`src/psctl_pkg.sv`:
```
// package for the pseudo-static ram host controller
// assumes a 100 MHz ref_clk; write setup, pulse and select-high counts are derived in the host
package psctl_pkg;
   localparam int CLK_PERIOD_NS    = 10;
   localparam int ADDR_W           = 22;
   localparam int DATA_W           = 16;
   localparam int PAGE_WORDS       = 8;
   localparam int PAGE_BITS        = 3;
   // pin timing minimums in ns, counts round up
   localparam int READ_CYCLE_NS    = 70;
   localparam int WRITE_CYCLE_NS   = 70;
   localparam int PAGE_CYCLE_NS    = 30;
   localparam int WRITE_PULSE_NS   = 50;
   localparam int DATA_SETUP_NS    = 30;
   localparam int SELECT_HIGH_NS   = 10;
   localparam int OUT_HIZ_NS       = 20;
   localparam int READ_CYCLES      = (READ_CYCLE_NS + CLK_PERIOD_NS - 1) / CLK_PERIOD_NS;
   localparam int WRITE_CYCLES     = (WRITE_CYCLE_NS + CLK_PERIOD_NS - 1) / CLK_PERIOD_NS;
   localparam int PAGE_CYCLES      = (PAGE_CYCLE_NS + CLK_PERIOD_NS - 1) / CLK_PERIOD_NS;
   localparam int RECOVER_CYCLES   = (OUT_HIZ_NS + CLK_PERIOD_NS - 1) / CLK_PERIOD_NS;
   // long intervals in us / ms
   localparam int POWER_ON_HOLD_US = 30;
   localparam int REFRESH_SPAN_US  = 10;
   localparam int DEEP_PULSE_MS    = 10;
   localparam int DEEP_EXIT_US     = 300;
   localparam int POWER_ON_CYCLES  = POWER_ON_HOLD_US * 1000 / CLK_PERIOD_NS;
   localparam int REFRESH_CYCLES   = REFRESH_SPAN_US * 1000 / CLK_PERIOD_NS;
   localparam int DEEP_PULSE_CYCLES = DEEP_PULSE_MS * 1000000 / CLK_PERIOD_NS;
   localparam int DEEP_EXIT_CYCLES = DEEP_EXIT_US * 1000 / CLK_PERIOD_NS;
   localparam int CNT_W            = 24;

   typedef enum logic [1:0] {
      PSCTL_OP_READ,
      PSCTL_OP_WRITE,
      PSCTL_OP_PAGE,
      PSCTL_OP_SLEEP
   } psctl_op_e;
endpackage

```
`src/psctl_host.sv`:
```
// host controller driving an asynchronous pseudo-static ram over its pins
// assumes a user port synchronous to ref_clk; pins are registered outputs
`timescale 1ns/1ps
module psctl_host
   import psctl_pkg::*;
#(
   parameter int POWER_ON_WAIT = POWER_ON_CYCLES,
   parameter int DEEP_PULSE    = DEEP_PULSE_CYCLES,
   parameter int DEEP_EXIT     = DEEP_EXIT_CYCLES,
   parameter int REFRESH_SPAN  = REFRESH_CYCLES
) (
   input  wire logic              ref_clk,
   input  wire logic              reset_n,
   input  wire logic              req_valid,
   input  wire psctl_op_e         req_op,
   input  wire logic [ADDR_W-1:0] req_addr,
   input  wire logic [DATA_W-1:0] req_wdata,
   input  wire logic [1:0]        req_lanes,
   input  wire logic [PAGE_BITS-1:0] req_count,
   input  wire logic              req_end_by_select,
   output logic                   req_ready,
   output logic                   rsp_valid,
   output logic [DATA_W-1:0]      rsp_rdata,
   output logic                   data_lost,
   output logic [ADDR_W-1:0]      mem_addr,
   output logic                   select_n,
   output logic                   power_select,
   output logic                   output_en_n,
   output logic                   write_n,
   output logic                   low_lane_n,
   output logic                   high_lane_n,
   output logic [DATA_W-1:0]      mem_dq_out,
   output logic                   mem_dq_oe,
   input  wire logic [DATA_W-1:0] mem_dq_in
);
   typedef enum logic [3:0] {
      S_POWER_ON, S_IDLE, S_RD, S_PAGE, S_WR_SETUP, S_WR_PULSE, S_WR_END,
      S_RECOVER, S_DEEP, S_DEEP_EXIT
   } psctl_state_e;

   psctl_state_e         state;
   logic                 tmr_load;
   logic [CNT_W-1:0]     tmr_value;
   logic                 tmr_done;
   logic                 ref_load;
   logic                 ref_done;
   logic [PAGE_BITS-1:0] words_left;
   logic                 by_select;

   function automatic logic [CNT_W-1:0] cyc(input int n);
      cyc = CNT_W'(n - 1);
   endfunction

   psctl_timer #(.W(CNT_W)) u_tmr (
      .ref_clk (ref_clk),
      .reset_n (reset_n),
      .load    (tmr_load),
      .value   (tmr_value),
      .done    (tmr_done)
   );

   // refresh window watchdog; restarts on each full-length cycle
   psctl_timer #(.W(CNT_W)) u_ref (
      .ref_clk (ref_clk),
      .reset_n (reset_n),
      .load    (ref_load),
      .value   (cyc(REFRESH_SPAN)),
      .done    (ref_done)
   );

   always_comb begin
      tmr_load  = 1'b0;
      tmr_value = '0;
      case (state)
         S_IDLE: begin
            if (req_valid && req_ready) begin
               tmr_load = 1'b1;
               case (req_op)
                  PSCTL_OP_READ,
                  PSCTL_OP_PAGE:  tmr_value = cyc(READ_CYCLES);
                  PSCTL_OP_WRITE: tmr_value = cyc(WRITE_CYCLES - WRITE_PULSE_NS / CLK_PERIOD_NS);
                  PSCTL_OP_SLEEP: tmr_value = cyc(DEEP_PULSE);
                  default:        tmr_value = '0;
               endcase
            end
         end
         S_RD, S_PAGE: begin
            if (tmr_done && words_left != '0) begin
               tmr_load  = 1'b1;
               tmr_value = cyc(PAGE_CYCLES);
            end else if (tmr_done) begin
               tmr_load  = 1'b1;
               tmr_value = cyc(RECOVER_CYCLES);
            end
         end
         S_WR_SETUP: begin
            if (tmr_done) begin
               tmr_load  = 1'b1;
               tmr_value = cyc((WRITE_PULSE_NS + CLK_PERIOD_NS - 1) / CLK_PERIOD_NS);
            end
         end
         S_WR_PULSE, S_WR_END: begin
            if (tmr_done) begin
               tmr_load  = 1'b1;
               tmr_value = cyc((SELECT_HIGH_NS + CLK_PERIOD_NS - 1) / CLK_PERIOD_NS);
            end
         end
         S_DEEP: begin
            if (tmr_done) begin
               tmr_load  = 1'b1;
               tmr_value = cyc(DEEP_EXIT);
            end
         end
         default: begin
            tmr_load  = 1'b0;
            tmr_value = '0;
         end
      endcase
   end

   // idle expiry only holds ready low for one cycle, then rearms
   assign ref_load = (state == S_POWER_ON) || (state == S_DEEP) ||
                     (state == S_IDLE && ref_done) ||
                     ((state == S_RD || state == S_PAGE || state == S_WR_END) &&
                      tmr_done);

   // power-on wait counts its own pon_count down from reset; the main timer is not loaded
   logic started;
   always_ff @(posedge ref_clk or negedge reset_n) begin
      if (!reset_n) begin
         started <= 1'b0;
      end else begin
         started <= 1'b1;
      end
   end

   logic [CNT_W-1:0] pon_count;
   always_ff @(posedge ref_clk or negedge reset_n) begin
      if (!reset_n) begin
         pon_count <= CNT_W'(POWER_ON_WAIT - 1);
      end else if (state == S_POWER_ON && pon_count != '0) begin
         pon_count <= pon_count - 1'b1;
      end
   end

   always_ff @(posedge ref_clk or negedge reset_n) begin
      if (!reset_n) begin
         state      <= S_POWER_ON;
         words_left <= '0;
         by_select  <= 1'b0;
      end else begin
         case (state)
            S_POWER_ON: if (started && pon_count == '0) state <= S_IDLE;
            S_IDLE: begin
               if (req_valid && req_ready) begin
                  by_select  <= req_end_by_select;
                  words_left <= (req_op == PSCTL_OP_PAGE) ? req_count : '0;
                  case (req_op)
                     PSCTL_OP_READ:  state <= S_RD;
                     PSCTL_OP_PAGE:  state <= S_PAGE;
                     PSCTL_OP_WRITE: state <= S_WR_SETUP;
                     PSCTL_OP_SLEEP: state <= S_DEEP;
                     default:        state <= S_IDLE;
                  endcase
               end
            end
            S_RD, S_PAGE: begin
               if (tmr_done && words_left != '0) begin
                  words_left <= words_left - 1'b1;
                  state      <= S_PAGE;
               end else if (tmr_done) begin
                  state <= S_RECOVER;
               end
            end
            S_WR_SETUP: if (tmr_done) state <= S_WR_PULSE;
            S_WR_PULSE: if (tmr_done) state <= S_WR_END;
            S_WR_END:   if (tmr_done) state <= S_IDLE;
            S_RECOVER:  if (tmr_done) state <= S_IDLE;
            S_DEEP:     if (tmr_done) state <= S_DEEP_EXIT;
            S_DEEP_EXIT: if (tmr_done) state <= S_IDLE;
            default:    state <= S_IDLE;
         endcase
      end
   end

   // pin drive, registered from next state decisions
   logic in_write;
   logic in_read;
   assign in_write = (state == S_WR_SETUP) || (state == S_WR_PULSE) ||
                     (state == S_WR_END && !tmr_done);
   assign in_read  = (state == S_RD) || (state == S_PAGE);

   always_ff @(posedge ref_clk or negedge reset_n) begin
      if (!reset_n) begin
         select_n     <= 1'b1;
         power_select <= 1'b1;
         output_en_n  <= 1'b1;
         write_n      <= 1'b1;
         low_lane_n   <= 1'b1;
         high_lane_n  <= 1'b1;
         mem_addr     <= '0;
         mem_dq_out   <= '0;
         mem_dq_oe    <= 1'b0;
      end else begin
         power_select <= !(state == S_DEEP);
         if (state == S_IDLE && req_valid && req_ready && req_op != PSCTL_OP_SLEEP) begin
            mem_addr    <= req_addr;
            select_n    <= 1'b0;
            low_lane_n  <= !req_lanes[0];
            high_lane_n <= !req_lanes[1];
            output_en_n <= (req_op == PSCTL_OP_WRITE);
            mem_dq_out  <= req_wdata;
            mem_dq_oe   <= (req_op == PSCTL_OP_WRITE);
         end else if (in_read && tmr_done && words_left != '0) begin
            mem_addr[PAGE_BITS-1:0] <= mem_addr[PAGE_BITS-1:0] + 1'b1;
         end else if (in_read && tmr_done) begin
            select_n    <= 1'b1;
            output_en_n <= 1'b1;
            low_lane_n  <= 1'b1;
            high_lane_n <= 1'b1;
         end else if (state == S_WR_SETUP && tmr_done) begin
            write_n <= 1'b0;
         end else if (state == S_WR_PULSE && tmr_done) begin
            // end by strobe or by select; lanes drop no earlier than strobe
            if (by_select) begin
               select_n <= 1'b1;
            end else begin
               write_n <= 1'b1;
            end
         end else if (state == S_WR_END && tmr_done) begin
            write_n     <= 1'b1;
            select_n    <= 1'b1;
            low_lane_n  <= 1'b1;
            high_lane_n <= 1'b1;
            mem_dq_oe   <= 1'b0;
         end else if (!in_write && !in_read) begin
            mem_dq_oe <= 1'b0;
         end
      end
   end

   always_ff @(posedge ref_clk or negedge reset_n) begin
      if (!reset_n) begin
         rsp_valid <= 1'b0;
         rsp_rdata <= '0;
      end else begin
         rsp_valid <= in_read && tmr_done;
         if (in_read && tmr_done) begin
            rsp_rdata <= mem_dq_in;
         end
      end
   end

   always_ff @(posedge ref_clk or negedge reset_n) begin
      if (!reset_n) begin
         req_ready <= 1'b0;
      end else begin
         req_ready <= (state == S_IDLE) && !(req_valid && req_ready) && !ref_done;
      end
   end

   // set wins: entering deep power-down loses data; a write clears the flag
   always_ff @(posedge ref_clk or negedge reset_n) begin
      if (!reset_n) begin
         data_lost <= 1'b0;
      end else if (state == S_DEEP) begin
         data_lost <= 1'b1;
      end else if (state == S_WR_END && tmr_done) begin
         data_lost <= 1'b0;
      end
   end
endmodule

```
`src/psctl_timer.sv`:
```
// down counter used for every pin interval except the power-on wait
// assumes load and count come from the same clock domain
`timescale 1ns/1ps
module psctl_timer
   import psctl_pkg::*;
#(
   parameter int W = CNT_W
) (
   input  wire logic         ref_clk,
   input  wire logic         reset_n,
   input  wire logic         load,
   input  wire logic [W-1:0] value,
   output logic              done
);
   logic [W-1:0] count;

   always_ff @(posedge ref_clk or negedge reset_n) begin
      if (!reset_n) begin
         count <= '0;
      end else if (load) begin
         count <= value;
      end else if (count != '0) begin
         count <= count - 1'b1;
      end
   end

   // done depends on the count only; the caller's load may follow done without a loop
   assign done = (count == '0);
endmodule

```
`config.mk`:
```
export PLATFORM = sky130hd
export DESIGN_NAME = psctl_host
export DESIGN_NICKNAME = d
export VERILOG_FILES = /design/src/psctl_pkg.sv /design/src/psctl_host.sv /design/src/psctl_timer.sv
export SDC_FILE = /design/constraint.sdc
export NUM_CORES = 1
export LEC_CHECK = 0
export ABC_AREA = 1
export BUFFER_PORTS_ARGS = -buffer_cell sky130_fd_sc_hd__buf_2
export CORE_ASPECT_RATIO = 1.75
export CORE_UTILIZATION = 55
export CTS_BUF_LIST = sky130_fd_sc_hd__clkbuf_8
export CTS_CLUSTER_DIAMETER = 150
export DETAILED_ROUTE_END_ITERATION = 12
export PLACE_DENSITY = 0.86
export SLEW_MARGIN = 20
export SYNTH_ARGS = -nofsm -noshare
export SYNTH_HDL_FRONTEND = slang
export SYNTH_SLANG_ARGS = --single-unit
```
`constraint.sdc`:
```
create_clock -name ref_clk -period 2.4 [get_ports ref_clk]
set_input_delay 0.36 -clock ref_clk [delete_from_list [all_inputs] [get_ports ref_clk]]
set_output_delay 0.36 -clock ref_clk [all_outputs]
set_load 0.01 [all_outputs]
```
Yosys cells after proc, flatten, opt, wreduce, memory -nomap -nowiden --
Index checks and enable logic that the tools add are counted.
Word-level totals: register bits 145, input bits 65, output and inout port bits 64, logic and storage cells 181
Cells by class: add/subtract/negate cells 5, equal/unequal tests 29, muxes and demuxes 59, bitwise gates (word level) 3, reduce and logical (&&, ||, !) cells 64
Operator list (count):
- two-way mux 24 bit | 5
- one-hot mux 24 bit (4 select lines) | 1
- zero test 24 bit | 3
- one-hot mux 24 bit (3 select lines) | 1
- nonzero test 24 bit | 3
- subtractor 24 x 1 -> 24 bit (second input constant) | 3
- two-way mux 1 bit | 32
- two-way mux 4 bit | 8
- one-hot mux 4 bit (7 select lines) | 1
- logical AND 1 bit | 18
- two-way mux 3 bit | 6
- inequality test 2 bit (second input constant) | 9
- equality test 4 x 3 -> 1 bit (second input constant) | 4
- one-hot mux 4 bit (4 select lines) | 1
- two-way mux 15 bit | 1
- nonzero test 2 bit | 6
- nonzero test 3 bit | 4
- AND reduction 5 bit | 2
- equality test 4 x 2 -> 1 bit (second input constant) | 2
- equality test 4 bit (second input constant) | 2
- zero test 1 bit | 8
- AND reduction 4 bit | 2
- logical OR 1 bit | 7
- AND reduction 7 bit | 1
- other kinds (21) | 30

Logic depth before layout (Yosys ltp) --
depth after elaboration 13, mapped depth 12, depth with buffers taken out 11

Modules after synthesis --
Synthesis repeated with hierarchy kept, for this count alone.
Second synthesis, totals: cell total of the unflattened synthesis 1140, area total of the unflattened synthesis 8107.8 µm²
By module, submodules not included:
- psctl_host | instances 1, cells each 632, area each 4810.9 µm²
- psctl_timer at u_tmr | instances 1, cells each 254, area each 1677.9 µm²
- psctl_timer at u_ref | instances 1, cells each 254, area each 1619.1 µm²

Least setup slack after synthesis --
OpenSTA, ideal clock, no wires.
path type reg-to-reg, start register pon_count[0], end register pon_count[10], setup time 0.134 ns, arrival time 1.486 ns, required time 2.266 ns, path slack 0.780 ns, stages on the path, launching flop included 10, path buffers 1, clock period less this slack 1.620 ns, cells stage by stage dfstp_2 inv_1 ha_1 nand2_1 nor2_1 nand3_1 nand2_1 inv_1 clkbuf_1 o21ai_0
Between the ends: word-level cells in the longest chain between the ends 2, elaborated cells between the ends (all ways) 3, those cells by class add/sub: 1; reduce/logical: 2
RTL lines:
- start, declared | line psctl_host.sv:137 | logic [CNT_W-1:0] pon_count;
- start signal, assigned | line psctl_host.sv:140 | pon_count <= CNT_W'(POWER_ON_WAIT - 1);
- start signal, assigned | line psctl_host.sv:142 | pon_count <= pon_count - 1'b1;
- branches (longest 2 deep; another with subtractor 24 x 1 -> 24 bit)
Parallel ways; which one is timed is not known. A chain may end at the register's enable or synchronous reset.

Worst setup path in the final report --
start register u_tmr.count[7], end register u_tmr.count[1]
Between the ends: word-level cells in the longest chain between the ends 5, elaborated cells between the ends (all ways) 11, those cells by class mux: 7; reduce/logical: 4
RTL lines:
- start, declared | line psctl_timer.sv:15 | logic [W-1:0] count;
- start signal, assigned | line psctl_timer.sv:21 | count <= value;
- start signal, assigned | line psctl_timer.sv:23 | count <= count - 1'b1;
- zero test 24 bit | line psctl_timer.sv:28 | assign done = (count == '0);
- two-way mux 1 bit or logical AND 1 bit (tied branches)
- two-way mux 1 bit or two-way mux 2 bit (tied branches) | line psctl_host.sv:88 | if (tmr_done && words_left != '0) begin
- one-hot mux 1 bit (3 select lines) or one-hot mux 24 bit (4 select lines) (tied branches) | line psctl_host.sv:74 | case (state)
- two-way mux 24 bit or nonzero test 2 bit (tied branches)
Several ways; a longest one is shown, not always the timed one.

==> out/results.tsv <==
metric	value	unit
worst-path maximum fanout	18	
worst IR drop on VDD	440.8	uV
final net count	1203	
final instance area	8912	um^2
Cell Area, Placed	8507	um^2
H-tree Lvls	4	
Int Pwr	3.388	mW
Period Utilization, post-route	86.96	%
critical path depth in cells	9	
status	finished, final reports clean	
Rel. slew slack	64.06	%
Sw Share	25.86	%
violation count after the first detailed-route iteration	436	
fin crit period	2.087	ns
R2R Path Start	u_tmr.count[7]	
Hold WC Path Type	in2reg	
Non-Filler Instances	1316	
Post-synth ARST share	100.0	%
Placed Cells	1283	
cell taking the most area after synthesis	dfrtp_1	
initial antenna violation count	0	
Top-Level Pins	129	
CP bufs+invs	1	
Die H	158.1	um
GRT overflow	0	
Clock power frac	42.8	%
Std-Cell Rows	56	
number of synthesized flops with an enable pin	0	
largest net degree at the start of global routing	55	
Total GRT Usage	27.86	%
FF+latch count, synth	145	
CP most frequent cell	nor2_1	
final hold viol count	0	
net switching power	1.182	mW
setup ws final	0.3130	ns
Sum Neg Setup Slack	0	ns
crit path capture type	register	
# DRC	0	
Setup Buffers After CTS	0	
Synth area leaders	dfrtp_1, nand2_1, nor2_1, xor2_1, dfstp_2	
Core Area	13520	um^2
# diodes	0	
1st-pass router iterations	5	
Worst setup SP type	register	
PortBufs	128	
r2r setup slk	0.31	ns
top cells by count, synth	nand2_1, nor2_1, dfrtp_1	
Setup crit start	u_tmr.count[7]	
WL/cell	14.78	um
overall die area	14410	um^2
Syn Nets	1064	
worst r2r path cells	9	
CTS tree	yes	
dominant synthesized flop cell	dfrtp_1	
Mapped Cells	990	
Yosys top cell area share	42.49	%
CP max stage delay	0.42	ns
post-detail-place hpwl	14510	um
final setup skew	0.02190	ns
first-pass GRT wire length	31210	um
Gate power share	3.3	%
Vias	6976	
Mapped Area	7656	um^2
Area Growth Syn to Fin	16.41	%
Worst-Margin Slew	0.5335	ns
vias per inst	5.301	
Initial Utilization	56.62	%
worst reg2reg endpoint	u_tmr.count[1]	
Reg clk slew, reported paths	0.10	ns
number of max-cap violations	0	
required time of the critical path	2.78	ns
die width	91.19	um
PwrDens	512.8	nW/um^2
clk root buf	clkbuf_8	
synth unique cells	40	
leading cell type by number of instances after synthesis	nand2_1	
Clk Latency, worst-skew pair	0.46	ns
critical path type	reg2reg	
cts bufs inserted	17	
Flop pwr share	53.9	%
fmax	479.2	MHz
share of cells above drive strength 1	18.91	%
Critical Path End	u_tmr.count[1]	
Top delay family on crit path	simple AND/OR/NAND/NOR gates	
CP max-delay cell	dfrtp_1	
critical path cell sequence	nor2_1, nand2_1, nor2_1, nand4_2, inv_2, nand2_1, nand2_1, nor2_1, nor2_1	
average size of a mapped cell	7.733	um^2
clock tree buffer depth	2	
pre-CTS setup slack	0.3780	ns
Antenna Nets Post-Route	0	
post-CTS sizing	0	
Final Setup Violations	0	
final WL	19450	um
clock tree sinks	145	
Placer Congestion	0.9817	
leakage power	4.833	nW
Syn. warnings	0	
Worst Path Arrival	2.47	ns
CTS hold repair buffers	1	
vias in the first global route	6867	
post-synthesis sequential area ratio	47.64	%
Final Max Tran Viols	0	
unrepaired setup endpoints after global routing	no	
## per-layer routing
metal | GRT usage, % | up-vias | routed length, um
met1 | 28.36 | 3237 | 6946
li1 | - | 3388 | -
met4 | 17.08 | 0 | 954
met3 | 5.283 | 86 | 941
met2 | 52.16 | 265 | 10610
met5 | 0 | - | 0
## metrics by stage
step	hold WS, ns	power, mW	util (%)
after global placement	0.3565	2.662	62.91
final	0.08516	4.570	65.90
after detailed placement	0.3616	2.665	62.91
after global routing	0.07809	4.715	65.90
after floorplan	0.06441	2.534	-
after CTS	0.08491	4.600	65.90
## sequential cells by signal, summed over array words and instances, names as in the netlist, 3 cells and up
signal / count
mem_addr: 22
rsp_rdata: 16
u_ref.count: 24
u_tmr.count: 24
state: 4
words_left: 3
pon_count: 24
mem_dq_out: 16
## kinds of logic after synthesis
kind of cell,count (synthesis),synth area share (%)
AND/OR/NAND/NOR,607,33.55
flip-flops,145,47.64
buffers and inverters,104,5.769
XOR/XNOR,64,7.321
AO/OA/AOI/OAI,60,4.200
adder cells (fa/ha/maj),9,1.471
other,1,0.04898
## how the worst min path moves through the flow
| stage | startpoint | end | slack (ns) | cells after the start |
|---|---|---|---|---|
| 5_1_grt | req_wdata[10] | mem_dq_out[10] | 0.08 | 3 |
| 3_5_place_dp | reset_n | u_tmr.count[17] | 0.36 | 1 |
| 3_3_place_gp | reset_n | u_tmr.count[16] | 0.36 | 1 |
| 2_1_floorplan | reset_n | by_select | 0.06 | 0 |
| 4_1_cts | req_wdata[10] | mem_dq_out[10] | 0.08 | 3 |
| 6_report | req_wdata[10] | mem_dq_out[10] | 0.09 | 3 |
## placed cells by master (no fill, tap or decap), drive strengths merged, types with 2 or more instances in the layout
cell type | Yosys | routed
nand2 | 286 | 286
a31oi | 3 | 3
ha | 9 | 9
xor2 | 46 | 46
clkinvlp | 0 | 3
nor3b | 2 | 2
nand3 | 63 | 63
nand4 | 13 | 13
dfstp | 15 | 15
clkbuf | 8 | 17
a21oi | 14 | 14
xnor2 | 18 | 18
nor2 | 211 | 211
nor3 | 29 | 29
a211oi | 2 | 2
buf | 13 | 140
clkinv | 1 | 2
o211ai | 2 | 2
dfrtp | 130 | 130
inv | 82 | 92
o21ai | 37 | 37
## power by group through the flow
stage               logic [mW]  clock network (mW)  registers (mW)
global route             0.169                2.08            2.47
floorplan               0.0155                   0            2.52
finish                   0.149                1.96            2.46
global placement         0.150                   0            2.51
CTS                      0.154                1.98            2.46
detailed placement       0.153                   0            2.51
## worst register-to-register path, cell delays in order, from the launching register on
cell and delay (ns):
dfrtp_1 0.42, nor2_1 0.24, nand2_1 0.16, nor2_1 0.27, nand4_2 0.31, inv_2 0.35, nand2_1 0.08, nand2_1 0.07
nor2_1 0.04, nor2_1 0.07
## cell type report
cell class,instances,area (um^2)
Clock buffer,17,234.0
Tap cell,174,217.7
Timing Repair Buffer,141,772.0
Sequential cell,145,3647
Fill cell,1131,4611
Multi-Input combinational cell,741,3567
Clock inverter,15,161.4
Inverter,83,312.8
Note: power is estimated with default switching activity, not from simulation.
